### src/rtl/timer_irq_map.svh
// Register offsets, field positions, reset values and strobe layout for the
// timer interrupt enable and status block.
// Assumes a 16-bit register port with byte addresses on an 8-bit address.
//
// Operation
// - Enable bits 0,1,2,6: update, ch1, ch2, trigger.
// - Enable and status registers reset to zero.
// - Update flag bit 0 set on update event.
// - Repetition overrun sets update flag unless disabled.
// - Update-generate write sets flag when select, disable zero.
// - Trigger reinit sets flag when select, disable zero.
// - Output channel 1 compare match sets bit 1.
// - Input channel 1 capture sets bit 1.
// - Channel 1 flag cleared by zero-write or read.
// - Channel 2 flag, bit 2, mirrors channel 1.
// - Trigger event sets flag bit 6; zero-write clears.
`ifndef TIMER_IRQ_MAP_SVH
`define TIMER_IRQ_MAP_SVH

// ==========================================================================
// Register offsets
`define TIRQ_OFS_CTRL      8'h00
`define TIRQ_OFS_IEN       8'h0C
`define TIRQ_OFS_STS       8'h10
`define TIRQ_OFS_EGEN      8'h14

// ==========================================================================
// Reset values
`define TIRQ_RST_IEN       16'h0000
`define TIRQ_RST_STS       16'h0000
`define TIRQ_RST_CTRL      16'h0000

// ==========================================================================
// Field positions, shared by enable, status and event generation
`define TIRQ_BIT_UPD       0
`define TIRQ_BIT_CH1       1
`define TIRQ_BIT_CH2       2
`define TIRQ_BIT_TRG       6

// ==========================================================================
// Control register fields
`define TIRQ_BIT_UDIS      1
`define TIRQ_BIT_USRC      2
`define TIRQ_BIT_CH1_IN    4
`define TIRQ_BIT_CH2_IN    5

`endif

### src/rtl/timer_irq_pkg.sv
// Types shared by the timer interrupt enable and status block.
// Assumes one clock domain; all structs travel on the timer bus clock.
package timer_irq_pkg;

  // ========================================================================
  // Register port request
  typedef struct packed {
    logic [7:0]  addr;
    logic [15:0] wdata;
    logic        wr;
    logic        rd;
  } bus_req_s;

  // ========================================================================
  // Single-cycle strobes from the rest of the timer
  typedef struct packed {
    logic rep_overrun;
    logic trig_reinit;
    logic trig_event;
    logic ch1_match;
    logic ch1_capture;
    logic ch1_reg_read;
    logic ch2_match;
    logic ch2_capture;
    logic ch2_reg_read;
  } timer_evt_s;

  // Flag order inside the block: update, channel 1, channel 2, trigger.
  typedef logic [3:0] flag_vec_t;

endpackage : timer_irq_pkg

### src/rtl/sticky_flag.sv
// One sticky event flag with set priority over clear.
// Assumes set and clear are single-cycle strobes on mclk.
`timescale 1ns/1ps
module sticky_flag (
  input  wire logic mclk,
  input  wire logic rst,
  input  wire logic set,
  input  wire logic clr,
  output logic      q
);

  // An event in the same cycle as a clear must not be lost.
  always_ff @(posedge mclk) begin
    if (rst) begin
      q <= 1'b0;
    end else if (set) begin
      q <= 1'b1;
    end else if (clr) begin
      q <= 1'b0;
    end
  end

endmodule : sticky_flag

### src/rtl/timer_irq.sv
// Interrupt enable and status flags of a general-purpose timer.
// Assumes timer strobes and register port are synchronous to mclk.
//
// The strobed register port is this design's own decision.
`timescale 1ns/1ps
`include "timer_irq_map.svh"
module timer_irq (
  input  wire logic                    mclk,
  input  wire logic                    rst,
  input  wire timer_irq_pkg::bus_req_s bus_req,
  input  wire timer_irq_pkg::timer_evt_s evt,
  output logic [15:0]                  rd_data,
  output logic                         update_event,
  output logic                         irq
);

  // ==========================================================================
  // Helpers

  // Places the four internal flags at their register bit positions.
  function automatic logic [15:0] to_reg(input timer_irq_pkg::flag_vec_t v);
    logic [15:0] r;
    r = 16'h0000;
    r[`TIRQ_BIT_UPD] = v[0];
    r[`TIRQ_BIT_CH1] = v[1];
    r[`TIRQ_BIT_CH2] = v[2];
    r[`TIRQ_BIT_TRG] = v[3];
    return r;
  endfunction : to_reg

  // Gathers the four register bits back into internal order.
  function automatic timer_irq_pkg::flag_vec_t from_reg(input logic [15:0] r);
    return {r[`TIRQ_BIT_TRG], r[`TIRQ_BIT_CH2], r[`TIRQ_BIT_CH1],
            r[`TIRQ_BIT_UPD]};
  endfunction : from_reg

  // ==========================================================================
  // Address decode
  // Byte addresses are compared in full, so the registers have no aliases and
  // a stray write to an unmapped address does nothing.

  logic                      wr_ctrl;
  logic                      wr_ien;
  logic                      wr_sts;
  logic                      wr_egen;
  timer_irq_pkg::flag_vec_t  wr_bits;

  assign wr_ctrl = bus_req.wr && (bus_req.addr == `TIRQ_OFS_CTRL);
  assign wr_ien  = bus_req.wr && (bus_req.addr == `TIRQ_OFS_IEN);
  assign wr_sts  = bus_req.wr && (bus_req.addr == `TIRQ_OFS_STS);
  assign wr_egen = bus_req.wr && (bus_req.addr == `TIRQ_OFS_EGEN);
  assign wr_bits = from_reg(bus_req.wdata);

  // ==========================================================================
  // Control register
  // Only the four bits that gate flag setting are kept; the rest read as zero,
  // which keeps the register small at the cost of a partial control word.

  logic [15:0] ctrl_r;
  logic        update_disable;
  logic        update_source_select;
  logic        ch1_is_input;
  logic        ch2_is_input;

  always_ff @(posedge mclk) begin
    if (rst) begin
      ctrl_r <= `TIRQ_RST_CTRL;
    end else if (wr_ctrl) begin
      ctrl_r <= 16'h0000;
      ctrl_r[`TIRQ_BIT_UDIS]   <= bus_req.wdata[`TIRQ_BIT_UDIS];
      ctrl_r[`TIRQ_BIT_USRC]   <= bus_req.wdata[`TIRQ_BIT_USRC];
      ctrl_r[`TIRQ_BIT_CH1_IN] <= bus_req.wdata[`TIRQ_BIT_CH1_IN];
      ctrl_r[`TIRQ_BIT_CH2_IN] <= bus_req.wdata[`TIRQ_BIT_CH2_IN];
    end
  end

  assign update_disable       = ctrl_r[`TIRQ_BIT_UDIS];
  assign update_source_select = ctrl_r[`TIRQ_BIT_USRC];
  assign ch1_is_input         = ctrl_r[`TIRQ_BIT_CH1_IN];
  assign ch2_is_input         = ctrl_r[`TIRQ_BIT_CH2_IN];

  // ==========================================================================
  // Interrupt enable register

  timer_irq_pkg::flag_vec_t ien_r;

  always_ff @(posedge mclk) begin
    if (rst) begin
      ien_r <= from_reg(`TIRQ_RST_IEN);
    end else if (wr_ien) begin
      ien_r <= wr_bits;
    end
  end

  // ==========================================================================
  // Event generation strobes
  // The write itself is the pulse, so the register always reads back zero.

  logic update_generate;
  logic sw_ch1_event;
  logic sw_ch2_event;
  logic sw_trig_event;

  assign update_generate = wr_egen && bus_req.wdata[`TIRQ_BIT_UPD];
  assign sw_ch1_event    = wr_egen && bus_req.wdata[`TIRQ_BIT_CH1];
  assign sw_ch2_event    = wr_egen && bus_req.wdata[`TIRQ_BIT_CH2];
  assign sw_trig_event   = wr_egen && bus_req.wdata[`TIRQ_BIT_TRG];

  // ==========================================================================
  // Update event sources
  // Every source is gated by update_disable. Software and trigger sources
  // raise the flag only while update_source_select is clear; they still
  // reload the counter otherwise, so the event leaves but the flag stays.

  logic upd_from_overrun;
  logic upd_from_sw;
  logic upd_from_trig;
  logic upd_event_c;
  logic upd_flag_set;

  assign upd_from_overrun = evt.rep_overrun && !update_disable;
  assign upd_from_sw      = update_generate && !update_disable;
  assign upd_from_trig    = evt.trig_reinit && !update_disable;
  assign upd_event_c      = upd_from_overrun || upd_from_sw || upd_from_trig;
  assign upd_flag_set     = upd_from_overrun
                         || ((upd_from_sw || upd_from_trig)
                             && !update_source_select);

  always_ff @(posedge mclk) begin
    if (rst) begin
      update_event <= 1'b0;
    end else begin
      update_event <= upd_event_c;
    end
  end

  // ==========================================================================
  // Channel and trigger flag sources

  logic ch1_set;
  logic ch2_set;
  logic trg_set;

  assign ch1_set = (!ch1_is_input && evt.ch1_match)
                || (ch1_is_input && evt.ch1_capture)
                || sw_ch1_event;
  assign ch2_set = (!ch2_is_input && evt.ch2_match)
                || (ch2_is_input && evt.ch2_capture)
                || sw_ch2_event;
  assign trg_set = evt.trig_event || sw_trig_event;

  // ==========================================================================
  // Status flags
  // Writing zero clears a flag, writing one leaves it alone. A channel flag
  // also clears when its capture/compare register is read.

  timer_irq_pkg::flag_vec_t flag_set;
  timer_irq_pkg::flag_vec_t flag_clr;
  timer_irq_pkg::flag_vec_t flags;

  assign flag_set = {trg_set, ch2_set, ch1_set, upd_flag_set};
  assign flag_clr[0] = wr_sts && !wr_bits[0];
  assign flag_clr[1] = (wr_sts && !wr_bits[1]) || evt.ch1_reg_read;
  assign flag_clr[2] = (wr_sts && !wr_bits[2]) || evt.ch2_reg_read;
  assign flag_clr[3] = wr_sts && !wr_bits[3];

  for (genvar i = 0; i < 4; i++) begin : g_flag
    sticky_flag u_flag (
      .mclk (mclk),
      .rst  (rst),
      .set  (flag_set[i]),
      .clr  (flag_clr[i]),
      .q    (flags[i])
    );
  end

  // ==========================================================================
  // Interrupt output
  // Registering irq gives a glitch-free line; computing it from the next
  // state keeps it in step with the flags instead of a cycle behind.

  always_ff @(posedge mclk) begin
    if (rst) begin
      irq <= 1'b0;
    end else begin
      irq <= |(flags_nxt_view(flag_set, flag_clr, flags) & ien_nxt_view());
    end
  end

  // Next flag state, so the registered irq tracks the flags without lag.
  function automatic timer_irq_pkg::flag_vec_t flags_nxt_view(
    input timer_irq_pkg::flag_vec_t s,
    input timer_irq_pkg::flag_vec_t c,
    input timer_irq_pkg::flag_vec_t q
  );
    return s | (q & ~c);
  endfunction : flags_nxt_view

  function automatic timer_irq_pkg::flag_vec_t ien_nxt_view();
    return wr_ien ? wr_bits : ien_r;
  endfunction : ien_nxt_view

  // ==========================================================================
  // Read port
  // Data stand for exactly one cycle after the read strobe; unmapped
  // addresses and the write-only event register read as zero.

  logic [15:0] rd_mux;

  always_comb begin
    rd_mux = 16'h0000;
    unique case (bus_req.addr)
      `TIRQ_OFS_CTRL: rd_mux = ctrl_r;
      `TIRQ_OFS_IEN:  rd_mux = to_reg(ien_r);
      `TIRQ_OFS_STS:  rd_mux = to_reg(flags);
      default:        rd_mux = 16'h0000;
    endcase
  end

  always_ff @(posedge mclk) begin
    if (rst) begin
      rd_data <= 16'h0000;
    end else if (bus_req.rd) begin
      rd_data <= rd_mux;
    end else begin
      rd_data <= 16'h0000;
    end
  end
endmodule : timer_irq

### config.mk
export PLATFORM = sky130hd
export DESIGN_NAME = timer_irq
export DESIGN_NICKNAME = d
export VERILOG_FILES = /design/src/rtl/timer_irq_pkg.sv /design/src/rtl/sticky_flag.sv /design/src/rtl/timer_irq.sv
export VERILOG_INCLUDE_DIRS = /design/src /design/src/rtl
export SDC_FILE = /design/constraint.sdc
export NUM_CORES = 1
export LEC_CHECK = 0
export BUFFER_PORTS_ARGS = -buffer_cell sky130_fd_sc_hd__buf_2
export CAP_MARGIN = 20
export CORE_MARGIN = 2
export CORE_UTILIZATION = 43
export DETAILED_ROUTE_END_ITERATION = 10
export PLACE_DENSITY = 0.78
export SLEW_MARGIN = 40
export SYNTH_ARGS = -nofsm -noshare
export SYNTH_HDL_FRONTEND = slang
export SYNTH_SLANG_ARGS = --single-unit
export TNS_END_PERCENT = 20
### constraint.sdc
create_clock -name mclk -period 2 [get_ports mclk]
set_input_delay 0.2 -clock mclk [delete_from_list [all_inputs] [get_ports mclk]]
set_output_delay 0.2 -clock mclk [all_outputs]
set_load 0.01 [all_outputs]
==> results.json <==
{
  "outcome": "completed",
  "routedWlPerCell_um": 13.9,
  "num_rows": 17,
  "antenna_cells": 0,
  "cp_max_fo": 4,
  "clock-sinks": 20,
  "tritoncts.num_buffers": 3,
  "cts.reportedPaths.clkPinSlew_ns": 0.11,
  "synth_xor_xnor_area_share_pct": 0,
  "placement.cell_area_mm2": 0.00114,
  "kind_of_path_behind_the_tightest_hold_check": "primary input to register",
  "post-place-ws_ns": 0.258,
  "final_common_cell": "sky130_fd_sc_hd__buf_2",
  "grt_use_total_pct": 19.5,
  "finalMaxSlewViolations": 0,
  "final-hold-violation-count": 0,
  "cp.arrival_ns": 1.65,
  "firstDrtPassIters": 4,
  "chipWidth_um": 51.8,
  "first_global_vias": 919,
  "timing.slew.headroom_pct": 65.9,
  "fin_worst_skew_ns": 0.00305,
  "crit_required_ns": 2.22,
  "syn_area_per_cell_um2": 9.37,
  "holdBufCountCts": 0,
  "min_delay_path_depth": 3,
  "max_slew.worst_pin.slew_ns": 0.508,
  "top_library_cells_by_usage_in_the_layout_fill_and_taps_aside": "34 x sky130_fd_sc_hd__buf_2, 20 x sky130_fd_sc_hd__dfxtp_1, 13 x sky130_fd_sc_hd__nor2_1, 10 x sky130_fd_sc_hd__conb_1",
  "power_switching_share_pct": 25.1,
  "drt_iter0_drc": 25,
  "initial_core_utilization_pct": 44.9,
  "period_minus_slack_ns": 1.43,
  "gpl.final_weighted_congestion": 0.850,
  "remaining_drc_errors": 0,
  "drtAntennaViolNets": 0,
  "power_frac_seq_pct": 55.4,
  "comb_power_share_pct": 11.5,
  "cp-start-kind": "primary input",
  "cts-resized-gates": 0,
  "post_synth_instance_area_um2": 983,
  "htree_num_levels": 1,
  "utilization_pct": 53.7,
  "synth_compound_gate_area_share_pct": 15.1,
  "post_synth_mux_area_share_pct": 7.38,
  "postCtsSetupRepairBufs": 0,
  "timing.setup.tns_ns": 0,
  "yosys.area_share.simple_pct": 27.0,
  "netlist-cell-type-count": 33,
  "grt_antenna_before_repair": 0,
  "timing_worst_setup_path_type": "primary input to register",
  "share_clk_of_total_power_pct": 33.1,
  "synth_top_cells_by_area": "sky130_fd_sc_hd__dfxtp_1 41%, sky130_fd_sc_hd__buf_4 7.6%, sky130_fd_sc_hd__mux2i_1 5.1%",
  "synth_top_family_by_area": "simple AND/OR/NAND/NOR gates",
  "vias_after_detailed_routing": 930,
  "r2r.worst_path.cells": 4,
  "core_mm2": 0.00219,
  "layout.cell_area.non_filler_mm2": 0.00118,
  "num_io_pins": 55,
  "p_int_w": 0.000553,
  "grt_max_degree": 16,
  "p_per_area_mw_per_mm2": 627,
  "max-vdd-ir-drop_mv": 0.371,
  "multi_input_comb_area_um2": 524,
  "cts_tree": "built",
  "rsz_0062_raised_after_global_routing": "false",
  "vias_per_cell": 5.54,
  "worstSetupEndpointType": "register",
  "power.net_switching_w": 0.000185,
  "reg2reg_setup_slack_ns": 0.60,
  "fill_cells": 202,
  "yosysSeqAreaShare_pct": 40.7,
  "drt-total-wl_um": 2330,
  "clock.fmax_mhz": 700,
  "yosys_register_bits": 20,
  "wire_length_of_the_first_global_routing_pass_um": 3770,
  "post-dp-hpwl_um": 1820,
  "ys_warn_count": 0,
  "cts_root_buffer": "sky130_fd_sc_hd__clkbuf_4",
  "final-setup-viol-count": 0,
  "dieArea_mm2": 0.00269,
  "insertion_delay_ns": 0.32,
  "timing.hold.ws_ns": 0.124,
  "period_share_pct": 71.5,
  "grt.overflow.total": 0,
  "synth_fa_ha_area_share_pct": 0,
  "chipHeight_um": 51.8,
  "yosys_top_cell_by_area": "sky130_fd_sc_hd__dfxtp_1",
  "postLayoutSetupSlackWorst_ns": 0.570,
  "layout.area.seq_um2": 400,
  "io_buffers": 34,
  "p_leak_nw": 0.569,
  "syn_inst": 105,
  "layout-drive-gt1-share_pct": 34.3,
  "count_of_nets_after_finishing": 178,
  "areaGrowthSynthToFinish_pct": 19.7,
  "max-clock-path-buffers": 2,
  "max-cap-violations": 0,
  "netlist.area_leader.share_pct": 40.7
}
power groups by stage:
| stage | combinational [W] | clock [W] | sequential (W) |
|---|---|---|---|
| 2_1_floorplan | 0.0000553 | 0 | 0.000417 |
| 3_3_place_gp | 0.0000816 | 0 | 0.000418 |
| 3_5_place_dp | 0.0000842 | 0 | 0.000418 |
| 4_1_cts | 0.0000845 | 0.000248 | 0.000409 |
| 5_1_grt | 0.0000934 | 0.000264 | 0.000410 |
| 6_report | 0.0000851 | 0.000244 | 0.000409 |
metrics by stage:
step | cells | total power, W
6_report | 168 | 0.000738
5_1_grt | 168 | 0.000767
4_1_cts | 168 | 0.000741
3_5_place_dp | 164 | 0.000502
3_3_place_gp | 164 | 0.000499
2_1_floorplan | 114 | 0.000473
per-layer routing:
| layer | share of wire (%) | global-route usage [%] | vias up |
|---|---|---|---|
| li1 | - | - | 436 |
| met3 | 7.6 | 4.02 | 7 |
| met2 | 54 | 36.3 | 55 |
| met5 | 0 | 0 | - |
| met4 | 3.5 | 13.6 | 0 |
| met1 | 35 | 18.7 | 432 |
critical path, stage by stage:
cell	delay, ns
sky130_fd_sc_hd__buf_2	0.12
sky130_fd_sc_hd__nor4_2	0.39
sky130_fd_sc_hd__nand4_2	0.24
sky130_fd_sc_hd__mux2i_1	0.26
sky130_fd_sc_hd__o22ai_1	0.13
sky130_fd_sc_hd__a221o_1	0.31
sequential cells by signal, summed over array words and instances (netlist names):
name / flops
g_flag.u_flag.q: 4
update_event: 1
ctrl_r: 4
ien_r: 4
rd_data: 6
irq: 1
area by class of cell:
| class | count | share of cell area [%] |
|---|---|---|
| Sequential cell | 20 | 34.0 |
| Multi-Input combinational cell | 80 | 44.5 |
| Timing Repair Buffer | 35 | 15.1 |
| Inverter | 1 | 0.319 |
| Clock buffer | 4 | 3.08 |
| Tap cell | 28 | 2.98 |
synthesized netlist by cell type:
cell and count:
sky130_fd_sc_hd__a211oi_1 2, sky130_fd_sc_hd__a21oi_1 4, sky130_fd_sc_hd__a21oi_2 1, sky130_fd_sc_hd__a221o_1 1
sky130_fd_sc_hd__a222oi_1 2, sky130_fd_sc_hd__a22oi_1 2, sky130_fd_sc_hd__a311oi_1 1, sky130_fd_sc_hd__a31oi_1 2
sky130_fd_sc_hd__a41o_1 2, sky130_fd_sc_hd__and2_1 3, sky130_fd_sc_hd__and3_1 3, sky130_fd_sc_hd__and3_2 1
sky130_fd_sc_hd__buf_2 2, sky130_fd_sc_hd__buf_4 10, sky130_fd_sc_hd__clkbuf_1 1, sky130_fd_sc_hd__conb_1 1
sky130_fd_sc_hd__dfxtp_1 20, sky130_fd_sc_hd__inv_1 1, sky130_fd_sc_hd__mux2_2 2, sky130_fd_sc_hd__mux2i_1 5
sky130_fd_sc_hd__nand2_1 5, sky130_fd_sc_hd__nand3_1 5, sky130_fd_sc_hd__nand4_2 1, sky130_fd_sc_hd__nand4b_1 2
sky130_fd_sc_hd__nor2_1 13, sky130_fd_sc_hd__nor2b_1 5, sky130_fd_sc_hd__nor3_1 1, sky130_fd_sc_hd__nor3b_2 1
sky130_fd_sc_hd__nor4_2 2, sky130_fd_sc_hd__nor4b_4 1, sky130_fd_sc_hd__o21ai_0 1, sky130_fd_sc_hd__o21bai_1 1
sky130_fd_sc_hd__o22ai_1 1
cells by family after synthesis:
family | count (synthesis)
AO/OA/AOI/OAI | 20
other | 1
buffers and inverters | 14
multiplexers | 7
AND/OR/NAND/NOR | 43
flip-flops | 20
worst paths after layout:
kind / endpoint / startpoint
setup / recovery: irq / bus_req[23]
hold / removal: ctrl_r[4] / bus_req[6]
setup reg to reg: irq / ctrl_r[4]
hold reg to reg: ctrl_r[4] / ctrl_r[4]
No activity file was read; power rests on OpenSTA's default activity.
